### config.mk
export PLATFORM = sky130hd
export DESIGN_NAME = mspi_port
export DESIGN_NICKNAME = d
export VERILOG_FILES = /design/src/mspi_pkg.sv /design/src/mspi_crc8.sv /design/src/mspi_port.sv
export SDC_FILE = /design/constraint.sdc
export NUM_CORES = 1
export LEC_CHECK = 0
export BUFFER_PORTS_ARGS = -buffer_cell sky130_fd_sc_hd__buf_2
export CORE_UTILIZATION = 35
export CTS_CLUSTER_DIAMETER = 60
export DETAILED_ROUTE_END_ITERATION = 8
export PLACE_DENSITY_LB_ADDON = 0.12
export SYNTH_ARGS = -nofsm -noshare
export SYNTH_HDL_FRONTEND = slang
export SYNTH_HIERARCHICAL = 1
export SYNTH_SLANG_ARGS = --single-unit
export TNS_END_PERCENT = 10
### constraint.sdc
create_clock -name clk -period 6.7 [get_ports clk]
set_clock_uncertainty 0.1 [all_clocks]
set_input_delay 0.67 -clock clk [delete_from_list [all_inputs] [get_ports clk]]
set_output_delay 0.67 -clock clk [all_outputs]
set_load 0.02 [all_outputs]
### src/mspi_pkg.sv
/*
  shared constants, register map and frame carrier for the modem spi target port.
  assumes a single 25 mhz clock with synchronous active-high reset.
*/
// Operation
// - cs rise latches last 24/32 shifted bits
// - only mode 0/1 and mode 1/0 supported
// - sdo changes on sclk rise, cs fall
// - sdo returns previous frame's answer
// - write echo repeats received crc byte
// - bit 23 direction, 22:16 address, 15:0 data
// - crc byte uses x^8+x^2+x+1
// - bad crc write is not applied but still echoed
// - bad crc read answers 0x80000000, no pop
// - control bit 2 selects level or pulse
// - control bit 3 selects interrupt polarity
// - mask bit one blocks its event
// - level mode latched until status read
// - pulse mode: one pulse per new event
// - control resets to 0x8042
// - bits 15:13 select watchdog timeout
// - control bit 12 enables watchdog, default off
// - writing 0x0001 to reset restores defaults
`default_nettype none
package mspi_pkg;
  // register indices
  localparam logic [6:0] ADDR_PORT_CONTROL  = 7'h02;
  localparam logic [6:0] ADDR_SOFT_RESET    = 7'h07;
  localparam logic [6:0] ADDR_EVENT_STATUS  = 7'h20;
  localparam logic [6:0] ADDR_EVENT_MASK    = 7'h21;
  localparam logic [6:0] ADDR_LINE_CONTROL  = 7'h22;
  localparam logic [6:0] ADDR_TX_QUEUE      = 7'h23;
  localparam logic [6:0] ADDR_RX_QUEUE      = 7'h24;
  localparam logic [6:0] ADDR_THRESHOLDS    = 7'h25;
  localparam logic [6:0] ADDR_BABBLE_LIMIT  = 7'h27;
  // reset values
  localparam logic [15:0] PORT_CONTROL_RESET = 16'h8042;
  localparam logic [15:0] SOFT_RESET_KEY     = 16'h0001;
  localparam logic [15:0] ZERO_RESET         = 16'h0000;
  localparam logic [15:0] MASK_RESET         = 16'hFFFF;
  // control field positions
  localparam int CTL_SDO_B   = 0;
  localparam int CTL_SDO_Z   = 1;
  localparam int CTL_LEVEL   = 2;
  localparam int CTL_POL     = 3;
  localparam int CTL_CRC_EN  = 4;
  localparam int CTL_WD_EN   = 12;
  localparam int CTL_WATCHDOG_TIMEOUT_SELECT_LO = 13;
  localparam logic [15:0] CTL_WRITABLE = 16'hF05F;
  // status bit of the watchdog and crc errors
  localparam int ST_WDT = 9;
  localparam int ST_CRC = 8;
  // frame layout
  localparam int FRAME_BITS     = 24;
  localparam int CRC_FRAME_BITS = 32;
  localparam int DIR_BIT        = 23;
  localparam logic [7:0]  CRC_POLY     = 8'h07;
  localparam logic [31:0] BAD_CRC_WORD = 32'h80000000;
  // watchdog timing: 25 mhz clock, periods in ms
  localparam int CLK_HZ = 25_000_000;
  localparam int WD_MS_50 = 50;
  localparam int WD_MS_100 = 100;
  localparam int WD_MS_500 = 500;
  localparam int WD_MS_1000 = 1000;
  localparam int WD_MS_2000 = 2000;
  localparam int WD_MS_3000 = 3000;
  localparam int WD_MS_4000 = 4000;
  localparam int WD_MS_5000 = 5000;
  localparam int CYC_PER_MS = CLK_HZ / 1000;
  // decoded frame carrier
  typedef struct packed {
    logic       read;
    logic [6:0] addr;
    logic [15:0] data;
    logic [7:0] crc;
  } mspi_frame_type;
endpackage
`default_nettype wire

### src/mspi_crc8.sv
/*
  crc8 over a 24-bit word, polynomial x^8+x^2+x+1, msb first, zero seed.
  assumes purely combinational use.
*/
`default_nettype none
module mspi_crc8 (
  input  wire logic [23:0] word,
  output logic      [7:0]  crc
);
  // serial form unrolled by a loop; cheap at 24 bits
  always_comb begin
    logic [7:0] c;
    c = 8'h00;
    for (int i = 23; i >= 0; i--) begin
      if (c[7] ^ word[i]) begin
        c = {c[6:0], 1'b0} ^ mspi_pkg::CRC_POLY;
      end else begin
        c = {c[6:0], 1'b0};
      end
    end
    crc = c;
  end
endmodule
`default_nettype wire

### src/mspi_port.sv
/*
  spi target port with register map, interrupt pin and serial watchdog.
  assumes sclk, cs_n and sdi arrive from outside and are synchronised here;
  modem datapath connects through event, queue and control ports.
  sdo timing needs an sclk half period of at least four clock cycles.
*/
`default_nettype none
module mspi_port #(
  parameter int WD_SCALE = mspi_pkg::CYC_PER_MS // cycles per ms, shorten in sim
) (
  input  wire logic        clk,
  input  wire logic        rst,
  input  wire logic        sclk,
  input  wire logic        cs_n,
  input  wire logic        sdi,
  output logic             sdo,
  output logic             sdo_oe,
  output logic             irq,
  input  wire logic [15:0] event_set,
  input  wire logic [15:0] event_live,
  input  wire logic [15:0] rx_queue_data,
  output logic             rx_queue_pop,
  output logic             tx_queue_push,
  output logic      [15:0] tx_queue_data,
  output logic             queue_flush,
  output logic      [15:0] line_control,
  output logic      [15:0] queue_thresholds,
  output logic      [15:0] babble_guard_limit,
  output logic      [15:0] port_control
);
  // synchronisers, two flops each; pins are asynchronous to clk
  // cs resets high so that no false select edge follows reset
  logic [1:0] sclk_s, cs_s, sdi_s; // two-flop chains
  logic       sclk_d, cs_d;        // delayed copies for edge detect
  always_ff @(posedge clk) begin
    if (rst) begin
      sclk_s <= 2'b00;
      cs_s   <= 2'b11;
      sdi_s  <= 2'b00;
      sclk_d <= 1'b0;
      cs_d   <= 1'b1;
    end else begin
      sclk_s <= {sclk_s[0], sclk};
      cs_s   <= {cs_s[0], cs_n};
      sdi_s  <= {sdi_s[0], sdi};
      sclk_d <= sclk_s[1];
      cs_d   <= cs_s[1];
    end
  end
  // edges appear two to three cycles after the pin moves
  logic sclk_now, cs_now, sclk_rise, sclk_fall, cs_fall, cs_rise;
  assign sclk_now  = sclk_s[1];
  assign cs_now    = cs_s[1];
  assign sclk_rise = sclk_now & ~sclk_d;
  assign sclk_fall = ~sclk_now & sclk_d;
  assign cs_fall   = ~cs_now & cs_d;
  assign cs_rise   = cs_now & ~cs_d;

  // idle level at cs fall picks the mode; both modes sample on the falling edge
  // mode 0/1 idles low: its first rise only launches the bit already shown at
  // cs fall, so that rise must not shift; mode 1/0 samples before any rise
  logic lead_skip; // first rise of the frame still to be skipped
  always_ff @(posedge clk) begin
    if (rst) begin
      lead_skip <= 1'b0;
    end else if (cs_fall) begin
      lead_skip <= ~sclk_now;
    end else if (!cs_now && sclk_rise) begin
      lead_skip <= 1'b0;
    end
  end

  // input shift register; older bits fall off the top
  // sdi is taken on the synchronised falling edge in both modes
  logic [31:0] shift_in;
  always_ff @(posedge clk) begin
    if (rst) begin
      shift_in <= 32'h00000000;
    end else if (!cs_now && sclk_fall) begin
      shift_in <= {shift_in[30:0], sdi_s[1]};
    end
  end

  // frame decode: right justified, crc byte last
  logic                   crc_on;
  mspi_pkg::mspi_frame_type frame;
  logic [7:0]             crc_calc;
  logic                   crc_ok;
  assign crc_on = port_control[mspi_pkg::CTL_CRC_EN];
  // crc off: an empty check byte is padded so one layout serves both lengths
  always_comb begin
    if (crc_on) begin
      frame = shift_in;
    end else begin
      frame = {shift_in[23:0], 8'h00};
    end
  end
  // check byte over the 24 command bits of the incoming word
  mspi_crc8 u_crc (
    .word (frame[31:8]),
    .crc  (crc_calc)
  );
  assign crc_ok = !crc_on || (crc_calc == frame.crc);

  // frame acceptance strobes
  // a bad check byte still reaches the crc status bit through bad_any
  logic do_write, do_read, bad_read, bad_any;
  assign do_write = cs_rise && !frame.read && crc_ok;
  assign do_read  = cs_rise && frame.read && crc_ok;
  assign bad_read = cs_rise && frame.read && !crc_ok;
  assign bad_any  = cs_rise && !crc_ok;
  // soft reset lands one edge after cs rise, like any other write
  logic soft_rst;
  assign soft_rst = do_write && frame.addr == mspi_pkg::ADDR_SOFT_RESET
                    && frame.data == mspi_pkg::SOFT_RESET_KEY;

  // writable registers
  // soft reset shares the reset branch so every register returns to default
  // reserved control bits read back zero through the writable mask
  logic [15:0] event_mask;
  always_ff @(posedge clk) begin
    if (rst || soft_rst) begin
      port_control       <= mspi_pkg::PORT_CONTROL_RESET;
      event_mask         <= mspi_pkg::MASK_RESET;
      line_control       <= mspi_pkg::ZERO_RESET;
      queue_thresholds   <= mspi_pkg::ZERO_RESET;
      babble_guard_limit <= mspi_pkg::ZERO_RESET;
    end else if (do_write) begin
      case (frame.addr)
        mspi_pkg::ADDR_PORT_CONTROL:
          port_control <= frame.data & mspi_pkg::CTL_WRITABLE;
        mspi_pkg::ADDR_EVENT_MASK:   event_mask         <= frame.data;
        mspi_pkg::ADDR_LINE_CONTROL: line_control       <= frame.data;
        mspi_pkg::ADDR_THRESHOLDS:   queue_thresholds   <= frame.data;
        mspi_pkg::ADDR_BABBLE_LIMIT: babble_guard_limit <= frame.data;
        default: ; // reserved offsets ignored
      endcase
    end
  end

  // queue strobes, one cycle
  // the pop follows only a good read, so a bad check byte keeps the entry
  always_ff @(posedge clk) begin
    if (rst) begin
      tx_queue_push <= 1'b0;
      tx_queue_data <= 16'h0000;
      rx_queue_pop  <= 1'b0;
      queue_flush   <= 1'b0;
    end else begin
      tx_queue_push <= do_write && frame.addr == mspi_pkg::ADDR_TX_QUEUE;
      if (do_write && frame.addr == mspi_pkg::ADDR_TX_QUEUE) begin
        tx_queue_data <= frame.data;
      end
      rx_queue_pop  <= do_read && frame.addr == mspi_pkg::ADDR_RX_QUEUE;
      queue_flush   <= soft_rst;
    end
  end

  // watchdog: restart per accepted frame, expiry sets status
  // a write or read restarts the count, so a busy host never trips it
  // counter width covers the longest setting at the full clock rate
  logic [31:0] wd_count;
  logic [31:0] wd_limit;
  logic        wd_fire;
  always_comb begin
    case (port_control[15:13])
      3'h0:    wd_limit = 32'(mspi_pkg::WD_MS_50 * WD_SCALE);
      3'h1:    wd_limit = 32'(mspi_pkg::WD_MS_100 * WD_SCALE);
      3'h2:    wd_limit = 32'(mspi_pkg::WD_MS_500 * WD_SCALE);
      3'h3:    wd_limit = 32'(mspi_pkg::WD_MS_1000 * WD_SCALE);
      3'h4:    wd_limit = 32'(mspi_pkg::WD_MS_2000 * WD_SCALE);
      3'h5:    wd_limit = 32'(mspi_pkg::WD_MS_3000 * WD_SCALE);
      3'h6:    wd_limit = 32'(mspi_pkg::WD_MS_4000 * WD_SCALE);
      default: wd_limit = 32'(mspi_pkg::WD_MS_5000 * WD_SCALE);
    endcase
  end
  always_ff @(posedge clk) begin
    if (rst || !port_control[mspi_pkg::CTL_WD_EN] || do_write || do_read) begin
      wd_count <= 32'h00000000;
      wd_fire  <= 1'b0;
    end else if (wd_count >= wd_limit - 32'h00000001) begin
      wd_count <= 32'h00000000;
      wd_fire  <= 1'b1;
    end else begin
      wd_count <= wd_count + 32'h00000001;
      wd_fire  <= 1'b0;
    end
  end

  // sticky status; set wins over write-one clear
  logic [15:0] event_status, status_set, status_view;
  always_comb begin
    status_set = event_set;
    status_set[mspi_pkg::ST_WDT] = event_set[mspi_pkg::ST_WDT] | wd_fire;
    status_set[mspi_pkg::ST_CRC] = event_set[mspi_pkg::ST_CRC] | bad_any;
  end
  always_ff @(posedge clk) begin
    if (rst || soft_rst) begin
      event_status <= mspi_pkg::ZERO_RESET;
    end else if (do_write && frame.addr == mspi_pkg::ADDR_EVENT_STATUS) begin
      event_status <= (event_status & ~frame.data) | status_set;
    end else begin
      event_status <= event_status | status_set;
    end
  end
  // live bits are levels from the datapath and never stick
  assign status_view = event_status | event_live;

  // interrupt: level latch or one pulse per new unmasked event
  // only fresh status bits count as new, so a held event pulses once
  logic [15:0] new_events;
  logic        irq_latch, irq_pulse, irq_active, status_read;
  assign new_events  = status_set & ~event_status & ~event_mask;
  assign status_read = do_read && frame.addr == mspi_pkg::ADDR_EVENT_STATUS;
  always_ff @(posedge clk) begin
    if (rst || soft_rst) begin
      irq_latch <= 1'b0;
      irq_pulse <= 1'b0;
    end else begin
      irq_pulse <= |new_events;
      if (|new_events) begin
        irq_latch <= 1'b1;
      end else if (status_read) begin
        irq_latch <= 1'b0;
      end
    end
  end
  assign irq_active = port_control[mspi_pkg::CTL_LEVEL] ? irq_latch : irq_pulse;
  // registered so the pin never glitches when polarity is rewritten
  // pulse mode keeps polarity: the pin leaves its idle level for one cycle
  always_ff @(posedge clk) begin
    if (rst) begin
      irq <= 1'b1; // idle level of the default active-low setting
    end else begin
      irq <= irq_active ^ ~port_control[mspi_pkg::CTL_POL];
    end
  end

  // read data mux
  // reserved and write-only offsets read as zero
  logic [15:0] read_data;
  always_comb begin
    case (frame.addr)
      mspi_pkg::ADDR_PORT_CONTROL: read_data = port_control;
      mspi_pkg::ADDR_EVENT_STATUS: read_data = status_view;
      mspi_pkg::ADDR_EVENT_MASK:   read_data = event_mask;
      mspi_pkg::ADDR_LINE_CONTROL: read_data = line_control;
      mspi_pkg::ADDR_RX_QUEUE:     read_data = rx_queue_data;
      mspi_pkg::ADDR_THRESHOLDS:   read_data = queue_thresholds;
      mspi_pkg::ADDR_BABBLE_LIMIT: read_data = babble_guard_limit;
      default:                     read_data = 16'h0000;
    endcase
  end

  // answer word for the next frame; crc computed over the reply
  logic [23:0] reply24;
  logic [7:0]  reply_crc;
  logic [31:0] answer; // fixed at cs rise, shown during the next frame
  assign reply24 = {frame.read, frame.addr, read_data};
  mspi_crc8 u_reply_crc (
    .word (reply24),
    .crc  (reply_crc)
  );
  always_ff @(posedge clk) begin
    if (rst) begin
      answer <= 32'h00000000;
    end else if (cs_rise) begin
      if (bad_read) begin
        answer <= mspi_pkg::BAD_CRC_WORD;
      end else if (frame.read) begin
        answer <= {reply24, reply_crc};
      end else begin
        answer <= frame; // echoes received crc too
      end
    end
  end

  // output shifter: first bit at cs fall, then one per launching sclk rise
  // the answer is loaded at cs fall, its check byte cleared when crc is off, so a frame longer than the word
  // shifts in zeros after it; that tail carries no information
  logic [31:0] shift_out;
  always_ff @(posedge clk) begin
    if (rst) begin
      shift_out <= 32'h00000000;
    end else if (cs_fall) begin
      shift_out <= crc_on ? answer : {answer[31:8], 8'h00};
    end else if (!cs_now && sclk_rise && !lead_skip) begin
      shift_out <= {shift_out[30:0], 1'b0};
    end
  end
  // pin register; the host samples on the falling edge half a period later,
  // which covers the synchroniser and edge delay
  // the line is only meaningful while sdo_oe is high
  always_ff @(posedge clk) begin
    if (rst) begin
      sdo    <= 1'b0;
      sdo_oe <= 1'b0;
    end else begin
      sdo    <= shift_out[31];
      sdo_oe <= !cs_now;
    end
  end
endmodule
`default_nettype wire

# ---- Word level (Yosys, flattened, before mapping)
# Cells that the tools add are included.
dict set report classes {
  add_sub_neg 2
  mul 0
  n_div 0
  magnitude_cmp 1
  n_eq_ne 17
  shifts 0
  n_mux 55
  bitwise_logic 98
  reduce_logical 37
}
# cell n
set ops {}
lappend ops {{27-bit case mux with 7 select lines} 1}
lappend ops {{32-bit 2-to-1 mux} 5}
lappend ops {{3-bit 2-to-1 mux} 40}
lappend ops {{3-bit inverter} 38}
lappend ops {{16-bit case mux with 7 select lines} 1}
lappend ops {{7-bit by 6-bit equality test with 1-bit output (second input constant)} 7}
lappend ops {{16-bit AND} 3}
lappend ops {{16-bit inverter} 3}
lappend ops {{16-bit bitwise OR} 3}
lappend ops {{1-bit bitwise XOR} 35}
lappend ops {{32-bit by 1-bit adder with 32-bit output (second input constant)} 1}
lappend ops {{32-bit greater-or-equal comparator} 1}
lappend ops {{32-bit by 1-bit subtractor with 32-bit output (second input constant)} 1}
lappend ops {{16-bit by 1-bit equality test with 1-bit output (second input constant)} 1}
lappend ops {{16-bit 2-to-1 mux} 1}
lappend ops {{16-bit OR reduction} 1}
lappend ops {{1-bit logical AND} 15}
lappend ops {{2-bit AND reduction} 5}
lappend ops {{3-bit equality test (second input constant)} 3}
lappend ops {{8-bit equality test} 1}
lappend ops {{8-bit 2-to-1 mux} 1}
lappend ops {{7-bit by 2-bit equality test with 1-bit output (second input constant)} 1}
lappend ops {{7-bit by 3-bit equality test with 1-bit output (second input constant)} 1}
lappend ops {{3-bit by 2-bit equality test with 1-bit output (second input constant)} 2}
lappend ops {{11 further kinds} 39}
dict set report totals {
  reg_bits 252
  latchBits 0
  mem_bits_rw 0
  rom_bits 0
  input_bits 53
  output_inout_bits 86
  elab_cells 236
  memories 0
}

# ---- Depth between registers and ports, before layout
dict set report logic_depth {
  ltp_word 57
  ltp_mapped 19
  depth_no_buf 13
}

# ---- By module
# The synthesis kept the hierarchy.
# mod n_inst cells_each area_each_um2 seq_area_each_um2
set modules_own_cells {}
lappend modules_own_cells {mspi_port 1 1417 12230.5 5044.8}
lappend modules_own_cells {mspi_crc8 2 45 575.6 0.0}

# ---- Worst setup path after synthesis
# OpenSTA, ideal clock, no wires.
dict set report synth_timing {
  path_type {reg2reg}
  from {register port_control[4]}
  to {register tx_queue_data[10]}
  setup_ns 0.086
  arrival_time_ns 4.744
  t_required_ns 6.514
  setup_slack_ns 1.771
  path_stages_with_launch 19
  path_buffers 7
  synth_period_minus_slack_ns 4.929
  cell_sequence {dfxtp_1 buf_6 buf_12 buf_6 buf_2 clkbuf_1 mux2_2 xnor3_1 xor2_2 xnor3_2 xnor3_1 nor4bb_1 a31oi_1 o32ai_1 a31o_2 buf_2 buf_1 a31oi_1 a211oi_1}
}
# element line_no
set synth_lines {}
lappend synth_lines {{start: declaration} mspi_port.sv:29} ;# output logic [15:0] port_control
lappend synth_lines {{start signal: assignment} mspi_port.sv:123} ;# port_control <= mspi_pkg::PORT_CONTROL_RESET;
lappend synth_lines {{start signal: assignment} mspi_port.sv:131} ;# port_control <= frame.data & mspi_pkg::CTL_WRITABLE;
lappend synth_lines {{end signal: assignment} mspi_port.sv:152} ;# tx_queue_data <= frame.data;
lappend synth_lines {{end: declaration} mspi_port.sv:24} ;# output logic [15:0] tx_queue_data,

==> run metrics <==
Initial Utilization=0.355; Yosys top cell area share=0.377; met2 Use GR=0.354; GRT Util Overall=0.246; Die Ht=198 microns; CTS tree=yes; Synth Register Bits=252; maximum clock path buffer count=3; Synth Flop Type=dfxtp_1; asr flop ratio synth=0; Hold Violations, Final=0; slowest CP cell=mux2i_1; adder-cell share of the synthesized area=0.0281; WHS Path Cells=2; PortBufs=132; Synth area leaders=dfxtp_1 (38%), nand2_1 (5.2%), o221a_2 (4.5%); final worst-path cycle share=0.853; Power Internal=2.72 mW; Startpoint Class=flop; critical path arrival=6.10 ns; slowest cell delay on critical path=0.82 ns; max cap viols=0; cts bufs inserted=35; class of the worst hold path=in -> reg; met1 Track Usage GR=0.352; clock-pin slew on the worst setup and hold paths=0.06 ns; # rows=71; Flop pwr share=0.432; R2R setup slack=0.99 ns; outcome=finished, final reports clean; Least-Margin Pin Slew=1.10 ns; largest area contributor in the synthesized netlist=dfxtp_1; RR Endpoint=line_control[3]; post-synthesis sequential area ratio=0.377; fin cells=2144; Post-CTS Hold Buffers=0; mux cell area share after synthesis=0.0211; post-synthesis xor/xnor area fraction=0.113; commonest non-fill, non-tap cell in the layout=dfxtp_1; DR WL/cell=22.4 microns; Critical Setup Path Class=reg -> reg; routed via count=12000; f_max=0.175 GHz; # resized after CTS=0; H-tree levels=2; Sw Ratio=0.232; Initial DRC Count=963; post-placement cell count=2080; Die X=198 microns; syn avg cell area=8.88 sq um; worst r2r path cells=12; Synth Cell Area=13400 sq um; Synth Area in Compound Gates=0.225; Max VDD drop=0.122 mV; Max transition margin=0.247; Final Util=0.415; Setup crit end kind=flop; dpl hpwl=35000 microns; combinational share of power=0.031; Netlist cell types=77; total power=3.54 mW; drt via density=5.58; cell family with most CP delay=XOR/XNOR gates; ratio of cells with drive above 1 in the final layout=0.201; Setup Total Neg Slack=0 ns; RSZ-0062 raised after global routing=no; post-route minimum period=5.71 ns; Syn-to-layout area delta=16.8%; EDFF count, synth=0; number of global-route vias before repair=11300; # IOs=139; Worst Path Required=7.09 ns; Critical Path Fanout Max=30; Simple-Gate Fraction of Synth Area=0.173; initial antenna violation count=2; full die area=39000 sq um; grt total ovfl=0; Yosys Warn Count=6; nets=1689; Post-Synthesis Cells=1507; number of sinks on the clock net=252; largest family of logic cells by synthesized area=compound AO/OA/AOI/OAI gates; final WL=48000 microns; area of the core=37700 sq um; setup repair bufs after CTS=0; final max-slew violation count=0; CP Cell Sequence=mux2i_1 > inv_1 > xnor3_1 > xor2_1 > xnor3_1 > xor2_1 > nor4bb_1 > a22oi_1 > a22oi_1 > a31o_2 > and3_1 > o221a_2; most frequent cells in the layout=dfxtp_1 (251), nand2_1 (185), buf_2 (131); largest net degree at the start of global routing=94; Post-DRT Antenna Nets=0; Final setup viols=0; Clk Latency, worst-skew pair=0.55 ns; Remaining DRCs=0; Buffers & Inverters on Critical Path=1; root buffer cell=clkbuf_16; GRT met3 Usage=0.0487; Net Switching=821 uW; first-pass GRT wire length=71900 microns; Clk pwr share=0.537; Top Usage Layer GRT=met2; Lkg Pwr=6.20 nW; routability cong.=0.911; WHS Endpoint=cs_s[0]; Hold Path Origin=cs_n; worst r2r src=port_control[4]; TritonRoute pass-1 iters=6; Cell Pwr Density=227 nW/um^2
sequential cells by signal, indices dropped and copies added (netlist names), 32 cells and up:
register   flops
shift_out     32
answer        32
wd_count      32
shift_in      32
per-layer routing:
layer  wire length, microns  vias up
li1                       -     5696
met1                  22600     5773
met2                  20200      417
met3                   3340       82
met4                   1860        2
met5                     12        -
per-stage QoR:
| step | cell area (sq um) | hold slack, ns | worst slack [ns] |
|---|---|---|---|
| after floorplan | 13400 | 0.289 | 1.77 |
| after global placement | 14400 | 0.297 | 1.16 |
| after detailed placement | 14400 | 0.299 | 0.995 |
| after CTS | 15600 | 0.196 | 0.983 |
| after global routing | 15600 | 0.216 | 0.616 |
| final | 15600 | 0.227 | 0.986 |
cell type report:
cell class	count	area, sq um
clock buffer	47	992
inverter	49	184
clock inverter	16	193
timing repair buffer	176	1010
multi-input combinational	1092	7570
tap	511	639
antenna	1	2.50
sequential	252	5050
fill	3870	22000
how the worst max path moves through the flow:
stage | from | end | cells past startpoint
finish | port_control[4] | line_control[3] | 12
floorplan | port_control[4] | tx_queue_data[10] | 18
detailed placement | port_control[4] | line_control[10] | 12
global placement | port_control[4] | line_control[2] | 12
global route | port_control[4] | line_control[3] | 12
CTS | port_control[4] | line_control[3] | 12
power groups by stage:
stage                     clock, mW  combinational, mW  sequential, mW
after floorplan                   0             0.0737            1.56
after global placement            0              0.111            1.56
after detailed placement          0              0.111            1.56
after CTS                      1.94              0.111            1.53
after global routing           2.00              0.122            1.53
final                          1.90              0.111            1.53
cell usage after synthesis (12+ instances only):
| cell type | count |
|---|---|
| a211oi_1 | 17 |
| a21o_1 | 15 |
| a21oi_1 | 59 |
| a22oi_1 | 37 |
| a311oi_1 | 42 |
| a31oi_1 | 37 |
| and3_1 | 12 |
| buf_2 | 23 |
| buf_6 | 14 |
| clkbuf_1 | 66 |
| dfxtp_1 | 252 |
| ha_1 | 30 |
| inv_1 | 48 |
| mux2i_1 | 19 |
| nand2_1 | 185 |
| nand3_1 | 43 |
| nand4_1 | 18 |
| nor2_1 | 119 |
| nor2b_1 | 17 |
| nor3_1 | 35 |
| o21ai_0 | 44 |
| o21ai_1 | 13 |
| o221a_2 | 54 |
| xnor2_1 | 67 |
| xnor3_1 | 16 |
| xor2_1 | 36 |
cells by family after synthesis:
| kind of cell | Yosys count |
|---|---|
| AND/OR/NAND/NOR | 496 |
| multiplexers | 27 |
| XOR/XNOR | 131 |
| adder cells (fa/ha/maj) | 30 |
| other | 2 |
| buffers and inverters | 172 |
| AO/OA/AOI/OAI | 397 |
| flip-flops | 252 |
worst reg2reg max path, cell delays in order, from the launching register on:
cell	delay, ns
dfxtp_2	0.72
mux2i_1	0.83
inv_1	0.39
xnor3_1	0.46
xor2_1	0.29
xnor3_1	0.47
xor2_1	0.18
nor4bb_1	0.29
a22oi_1	0.11
a22oi_1	0.45
a31o_2	0.41
and3_1	0.66
o221a_2	0.30
No activity file was read; power rests on OpenSTA's default activity.
